--- config.mk ---
export PLATFORM = sky130hd
export DESIGN_NAME = uarch_error_record
export DESIGN_NICKNAME = d
export VERILOG_FILES = /design/src/design/uarch_error_record.v /design/src/design/expect_flag_unit.v
export VERILOG_INCLUDE_DIRS = /design/src /design/src/design
export SDC_FILE = /design/constraint.sdc
export NUM_CORES = 1
export LEC_CHECK = 0
export BUFFER_PORTS_ARGS = -buffer_cell sky130_fd_sc_hd__buf_2
export CAP_MARGIN = 30
export CORE_UTILIZATION = 37
export DETAILED_ROUTE_END_ITERATION = 7
export PLACE_DENSITY_LB_ADDON = 0.05
export SLEW_MARGIN = 0
export SYNTH_ARGS = -nofsm -noshare
export SYNTH_HDL_FRONTEND = slang
export SYNTH_SLANG_ARGS = --single-unit
--- constraint.sdc ---
create_clock -name clk -period 1.7 [get_ports clk]
set_input_delay 0.34 -clock clk [delete_from_list [all_inputs] [get_ports clk]]
set_output_delay 0.34 -clock clk [all_outputs]
set_load 0.02 [all_outputs]
--- src/design/uarch_err_regs.vh ---
`ifndef UARCH_ERR_REGS_VH
`define UARCH_ERR_REGS_VH

// error record field positions
`define REC_STRUCT_LSB 0
`define REC_LEVEL_LSB 5
`define REC_ARRAY_LSB 8
`define REC_OP_LSB 12
`define REC_WAY_LSB 16
`define REC_WAY_VALID 22
`define REC_SET_VALID 23
`define REC_SET_LSB 32
`define REC_ISET 54
`define REC_ISET_VALID 55
`define REC_PRIV_LSB 56
`define REC_PRIV_VALID 58
`define REC_CORRECTED 59
`define REC_TARGET 60
`define REC_REQUESTER 61
`define REC_RESPONDER 62
`define REC_PRECISE_IP 63

// access kind codes
`define ACCESS_UNKNOWN 4'h0
`define ACCESS_READ 4'h1
`define ACCESS_WRITE 4'h2

// call status codes, 8-bit two's complement
`define STATUS_OK 8'h00
`define STATUS_BAD_ARG 8'hfe
`define STATUS_ERROR 8'hfd

// reset value of the expected resource
`define EXPECT_RESET 1'b0

`endif

--- src/design/uarch_error_record.v ---
// Operation
// - bits 4:0 carry the failing structure code
// - bits 7:5 carry the structure level, zero is first
// - bits 11:8 carry array code, zero means unknown
// - bits 15:12 carry access kind: 0 unknown, 1 read, 2 write
// - bits 21:16 carry way, bit 22 marks it valid
// - bits 39:32 carry set index, bit 23 marks it valid
// - bit 54 instruction set, bit 55 marks it valid
// - bits 57:56 privilege level, bit 58 marks it valid
// - bit 59 set when the machine check was corrected
// - bit 60 set only when a target address was logged
// - bit 61 set only when a requester id was logged
// - bit 62 set only when a responder id was logged
// - bit 63 set only when a precise pointer was logged
// - argument 1 sets expected resource, 0 clears it
// - no correction attempted while a check is expected
// - expected resource resets to not expected
// - each call returns the resource's previous state
// - each call answers status 0 or -2
`timescale 1ns/1ns
`include "uarch_err_regs.vh"

module uarch_error_record (
    // clock and reset
    input wire clk,
    input wire reset,
    // error report from the failing structure
    input wire err_valid,
    input wire [4:0] struct_code,
    input wire [2:0] struct_level,
    input wire [3:0] array_select_code,
    input wire [3:0] access_kind,
    input wire [5:0] err_way,
    input wire slot_valid,
    input wire [7:0] err_set_index,
    input wire set_index_valid,
    input wire instr_set_flag,
    input wire instr_set_valid,
    input wire [1:0] priv_level,
    input wire priv_level_valid,
    input wire correctable,
    input wire target_addr_logged,
    input wire requester_logged,
    input wire responder_logged,
    input wire precise_ip_logged,
    // expect_flag_call port
    input wire call_valid,
    input wire [63:0] call_arg,
    output wire resp_valid,
    output wire [7:0] resp_status,
    output wire resp_previous,
    // record and handler view
    output reg [63:0] record_q,
    output reg record_valid_q,
    output reg correct_attempt_q,
    output wire expected
);

    reg [63:0] rec_d;

    expect_flag_unit expect_flag_unit_inst (
        .clk(clk),
        .reset(reset),
        .call_valid(call_valid),
        .call_arg(call_arg),
        .resp_valid_q(resp_valid),
        .resp_status_q(resp_status),
        .resp_previous_q(resp_previous),
        .expected_q(expected)
    );

    always @* begin
        rec_d = 64'h0000_0000_0000_0000;
        rec_d[`REC_STRUCT_LSB +: 5] = struct_code;
        rec_d[`REC_LEVEL_LSB +: 3] = struct_level;
        rec_d[`REC_ARRAY_LSB +: 4] = array_select_code;
        rec_d[`REC_OP_LSB +: 4] = access_kind;
        // an unqualified field reads as zero so stale data never leaks
        rec_d[`REC_WAY_LSB +: 6] = slot_valid ? err_way : 6'h00;
        rec_d[`REC_WAY_VALID] = slot_valid;
        rec_d[`REC_SET_LSB +: 8] =
            set_index_valid ? err_set_index : 8'h00;
        rec_d[`REC_SET_VALID] = set_index_valid;
        rec_d[`REC_ISET] = instr_set_valid & instr_set_flag;
        rec_d[`REC_ISET_VALID] = instr_set_valid;
        rec_d[`REC_PRIV_LSB +: 2] =
            priv_level_valid ? priv_level : 2'h0;
        rec_d[`REC_PRIV_VALID] = priv_level_valid;
        // expected checks are left uncorrected
        rec_d[`REC_CORRECTED] = correctable & ~expected;
        rec_d[`REC_TARGET] = target_addr_logged;
        rec_d[`REC_REQUESTER] = requester_logged;
        rec_d[`REC_RESPONDER] = responder_logged;
        rec_d[`REC_PRECISE_IP] = precise_ip_logged;
    end

    always @(posedge clk) begin
        if (reset) begin
            record_q <= 64'h0000_0000_0000_0000;
            record_valid_q <= 1'b0;
            correct_attempt_q <= 1'b0;
        end else begin
            record_valid_q <= err_valid;
            // expected level taken at the error edge, a call lands later
            correct_attempt_q <=
                err_valid & correctable & ~expected;
            if (err_valid) begin
                record_q <= rec_d;
            end
        end
    end

endmodule // uarch_error_record

--- src/design/expect_flag_unit.v ---
`timescale 1ns/1ns
`include "uarch_err_regs.vh"

module expect_flag_unit (
    // clock and reset
    input wire clk,
    input wire reset,
    // call port
    input wire call_valid,
    input wire [63:0] call_arg,
    output reg resp_valid_q,
    output reg [7:0] resp_status_q,
    output reg resp_previous_q,
    // resource
    output reg expected_q
);

    wire arg_ok;

    assign arg_ok = (call_arg[63:1] == 63'h0);

    always @(posedge clk) begin
        if (reset) begin
            expected_q <= `EXPECT_RESET;
            resp_valid_q <= 1'b0;
            resp_status_q <= `STATUS_OK;
            resp_previous_q <= 1'b0;
        end else begin
            resp_valid_q <= call_valid;
            if (call_valid) begin
                resp_previous_q <= expected_q;
                if (arg_ok) begin
                    expected_q <= call_arg[0];
                    resp_status_q <= `STATUS_OK;
                end else begin
                    // reserved argument leaves the resource alone
                    resp_status_q <= `STATUS_BAD_ARG;
                end
            end
        end
    end

endmodule // expect_flag_unit

After elaboration in Yosys (flattened, before gate mapping)
Cells that the tools add are included.
{"block": "classes", "n_div": 0, "bitwise_logic": 5, "n_shift": 0, "magnitude_cmp": 0, "eq_ne": 0, "mul": 0, "n_addsub": 0, "n_mux": 4, "reduce_logical": 2}
{"op": "logical NOT 63 bit", "count": 1}
{"op": "2-to-1 mux 8 bit", "count": 2}
{"op": "2-to-1 mux 6 bit", "count": 1}
{"op": "AND 1 bit", "count": 4}
{"op": "2-to-1 mux 2 bit", "count": 1}
{"op": "AND reduction 2 bit", "count": 1}
{"op": "NOT 1 bit", "count": 1}
{"block": "totals", "ff_bits": 55, "romBits": 0, "mem_bits_rw": 0, "input_bits": 110, "mem_count": 0, "latchBits": 0, "output_inout_bits": 77}

Logic depth before layout (Yosys ltp)
{"block": "logic_depth", "ltp_word": 2, "ltp_mapped": 5}

Hierarchy
A second synthesis with hierarchy kept.
{"block": "unflattened", "hier_cells": 224, "hier_area_um2": 2107.0}
{"module": "uarch_error_record", "cells_per_inst": 183, "area_each_um2": 1773.0, "seq_area_each_um2": 880.8, "instances": 1}
{"module": "expect_flag_unit", "cells_per_inst": 41, "area_each_um2": 334.1, "seq_area_each_um2": 80.1, "instances": 1}

Least setup slack after synthesis
No wires, ideal clock.
{"block": "synth_timing", "path_type": "in2reg", "start": "input port call_arg[40]", "end": "register expect_flag_unit_inst.expected_q", "setup_slack_ps": 388, "path_buffers": 0, "cell_stages": 4, "arrival_time_ps": 1240, "required_time_ps": 1628, "path_cell_list": "nor4_2 > nand4_1 > nor4_2 > mux2i_1"}
{"block": "synth_via", "elab_chain_cells": 2}
{"item": "from (decl)", "line_no": "uarch_error_record.v:48", "text": "input wire [63:0] call_arg,"}
{"item": "logical NOT 63 bit", "line_no": "expect_flag_unit.v:20", "text": "assign arg_ok = (call_arg[63:1] == 63'h0);"}
{"item": "AND reduction 2 bit (no source line)"}
{"item": "to (signal assigned)", "line_no": "expect_flag_unit.v:24", "text": "expected_q <= `EXPECT_RESET;"}
{"item": "to (signal assigned)", "line_no": "expect_flag_unit.v:33", "text": "expected_q <= call_arg[0];"}
{"item": "to (decl)", "line_no": "expect_flag_unit.v:15", "text": "output reg expected_q"}
Every way passes these cells.
A chain may end at the register's enable or synchronous reset.

Worst setup path after layout
{"block": "layout_timing", "start": "register expect_flag_unit_inst.resp_status_q[6]", "end": "output port resp_status[6]"}
{"item": "from (decl)", "line_no": "expect_flag_unit.v:12", "text": "output reg [7:0] resp_status_q,"}
{"item": "from (signal assigned)", "line_no": "expect_flag_unit.v:26", "text": "resp_status_q <= `STATUS_OK;"}
{"item": "from (signal assigned)", "line_no": "expect_flag_unit.v:34", "text": "resp_status_q <= `STATUS_OK;"}
{"item": "from (signal assigned)", "line_no": "expect_flag_unit.v:37", "text": "resp_status_q <= `STATUS_BAD_ARG;"}
{"item": "to (decl)", "line_no": "uarch_error_record.v:50", "text": "output wire [7:0] resp_status,"}
No word-level cell between the ends.

==> results.md <==
- Detailed Routing Iterations Pass 1: 4
- Largest net degree at the start of global routing: 29
- Max-slew violations: 0
- Final Hold Fails: 0
- Clk sink count: 48
- Critical path, cell by cell: buf_2
- Max_cap viols: 0
- Port Buffers: 163
- Met3 wire len: 413 um
- Core area: 5170 um2
- CTS tree: yes
- Final min period: approximately 1.3 ns
- Wl on met1: approximately 2400 um
- Crit-path slowest cell: dfxtp_1
- Row cnt: 26
- DR vias: between 1500 and 2000
- Worst IR Drop VDD: 478 uV
- DR iter-0 viols: 70
- Post-CTS setup buffer count: 0
- H-tree lvl count: 2
- Hold Crit Depth: 3
- Unrepaired setup endpoints after global routing: false
- Number of gates resized after CTS: 0
- Ys async rst share: 0
- WL final: between 5000 and 6000 um
- Required time of the worst setup path: 1.36 ns
- Share of layout cells above drive strength 1: 0.493
- Fin area: about 2900 um2
- Critical Path End Type: primary output
- Width of the chip: 75.7 um
- Top delay family on crit path: flip-flops
- Syn Area/Cell: between 9 and 10 um2
- DRC: 0
- DR WL/cell: roughly 12 um
- Final setup fails: 0
- Worst path depth: 1
- Clk buf depth: 2
- Post-Syn Area: about 2000 um2
- Antenna Nets Post-Route: 0
- Top Ports: roughly 190
- Max FO, Critical Path: 8
- Status: complete, no violations
- Crit path arrival time: 0.95 ns
- First-pass GRT wire length: about 7500 um
- Total power: about 2.4 mW
- Initial antenna violation count: 0
- Chip height: 75.7 um
- Achievable Freq: between 0.7 and 0.8 GHz
- Seq/Total Area, Yosys: 0.478
- Routed wl met2: 2290 um
- Yosys Warn Count: 0
- Distinct cells, synth: 22
- Placed Cells: roughly 430
- Worst R2R Setup Slack: a little under 0.9 ns
- Root buffer cell: clkbuf_8
- Period utilization: 0.759
- Crit path buffers/inverters: 1
- N_diodes: 0
- Clock-pin slew on the worst setup and hold paths: 0.09 ns
- Die footprint: approximately 5700 um2
- Starting Density: 0.389
- Cts bufs inserted: 5
- Clock Skew: about 0.00057 ns
- Hold Buf Count CTS: 0
- Final TNS setup: 0 ns
- Filler instances: between 500 and 600
- FF+latch count, synth: 48
- Hpwl dp: 4150 um
- Most frequent cells in the layout: 163 x buf_2, 48 x dfxtp_1, 41 x nor2_1, 24 x mux2i_1, 23 x conb_1
- Clock Latency Late Sink: 0.29 ns
- Post-place instance area: ~2800 um2
- R2r worst-path depth: 2
- Post-synth EDFFs: 0
- Gr usage total: 0.177
- GPL Wtd Cong: about 0.80
- Top Metal Used: met4
- # nets final: around 480
- Total grt overflow: 0
- Worst Hold Class: in -> reg
- Crit path kind: reg -> out
- Main synth FF type: dfxtp_1
- P&R area growth vs syn: 42.4%
- Max incr delay on CP: 0.45 ns
- Leak: about 1.5 nW
- Crit start category: register
- Vias in the first global route: between 1500 and 2000
- Power per cell area: around 820 nW/um2
- Leading cell type in the layout, fill and taps excluded: buf_2
- Gate count of the mapped netlist: around 210
- Post-DR vias/cell: about 4.4
- Non-Filler Instances: approximately 440
worst paths after layout:
path                                           from              to
max          expect_flag_unit_inst.resp_status_q[6]  resp_status[6]
min reg2reg                            record_q[56]    record_q[56]
min                                      err_way[3]    record_q[19]
max reg2reg        expect_flag_unit_inst.expected_q    record_q[59]
kinds of logic after synthesis:
group                  after synthesis  share of synthesized area
other                                1                    0.00186
AO/OA/AOI/OAI                       20                     0.0690
flip-flops                          48                      0.478
buffers and inverters               43                      0.137
AND/OR/NAND/NOR                     75                      0.195
multiplexers                        24                      0.119
flip-flops by register name (all words and copies together) (netlist names):
name and cells:
correct_attempt_q 1, record_q 42, expect_flag_unit_inst.resp_valid_q 1, record_valid_q 1, expect_flag_unit_inst.resp_status_q 1, expect_flag_unit_inst.expected_q 1, expect_flag_unit_inst.resp_previous_q 1
where the power goes:
group	switching, mW	internal (mW)	total [mW]
clock	0.355	0.331	0.686
sequential	0.0270	1.18	1.21
combinational	0.269	0.195	0.464
cell usage after synthesis, types with 2 or more instances:
cell type  count  area, um2
a21oi_1        5       25.0
a22oi_1       14        105
and2_1         2       12.5
buf_1          2       7.51
buf_2          5       25.0
buf_4         29        218
clkbuf_1       5       18.8
dfxtp_1       48        961
mux2i_1       24        240
nand2_1        5       18.8
nand3_1        3       15.0
nand4_1        4       25.0
nor2_1        41        154
nor4_1        12       75.1
nor4_2         4       50.1
nor4b_2        2       30.0
area by class of cell:
| cell class | instances | area (um2) | area share |
|---|---|---|---|
| Tap cell | 70 | 87.6 | 0.0306 |
| Clock buffer | 7 | 86.3 | 0.0301 |
| Clock inverter | 1 | 7.51 | 0.00262 |
| Timing Repair Buffer | 167 | 858 | 0.300 |
| Sequential cell | 48 | 961 | 0.335 |
| Multi-Input combinational cell | 142 | 857 | 0.299 |
| Inverter | 2 | 7.51 | 0.00262 |
metal layers:
| metal | global-route usage | vias to the layer above |
|---|---|---|
| met5 | 0 | - |
| met4 | 0.0473 | 0 |
| met3 | 0.0608 | 4 |
| met2 | 0.280 | 87 |
| met1 | 0.229 | 831 |
| li1 | - | 989 |
worst register-to-register path, stage by stage, from the launching register on:
cell     delay, ns
dfxtp_1       0.34
nor4b_2       0.30
a31o_1        0.13
per-stage QoR:
stage | setup slack [ns] | util | hold slack, ns
after global placement | 0.135 | 0.536 | 0.447
final | 0.409 | 0.554 | 0.274
after detailed placement | 0.107 | 0.536 | 0.450
after global routing | 0.204 | 0.554 | 0.281
after CTS | 0.392 | 0.554 | 0.273
after floorplan | 0.388 | - | 0.420
No activity file was read; power rests on OpenSTA's default activity.
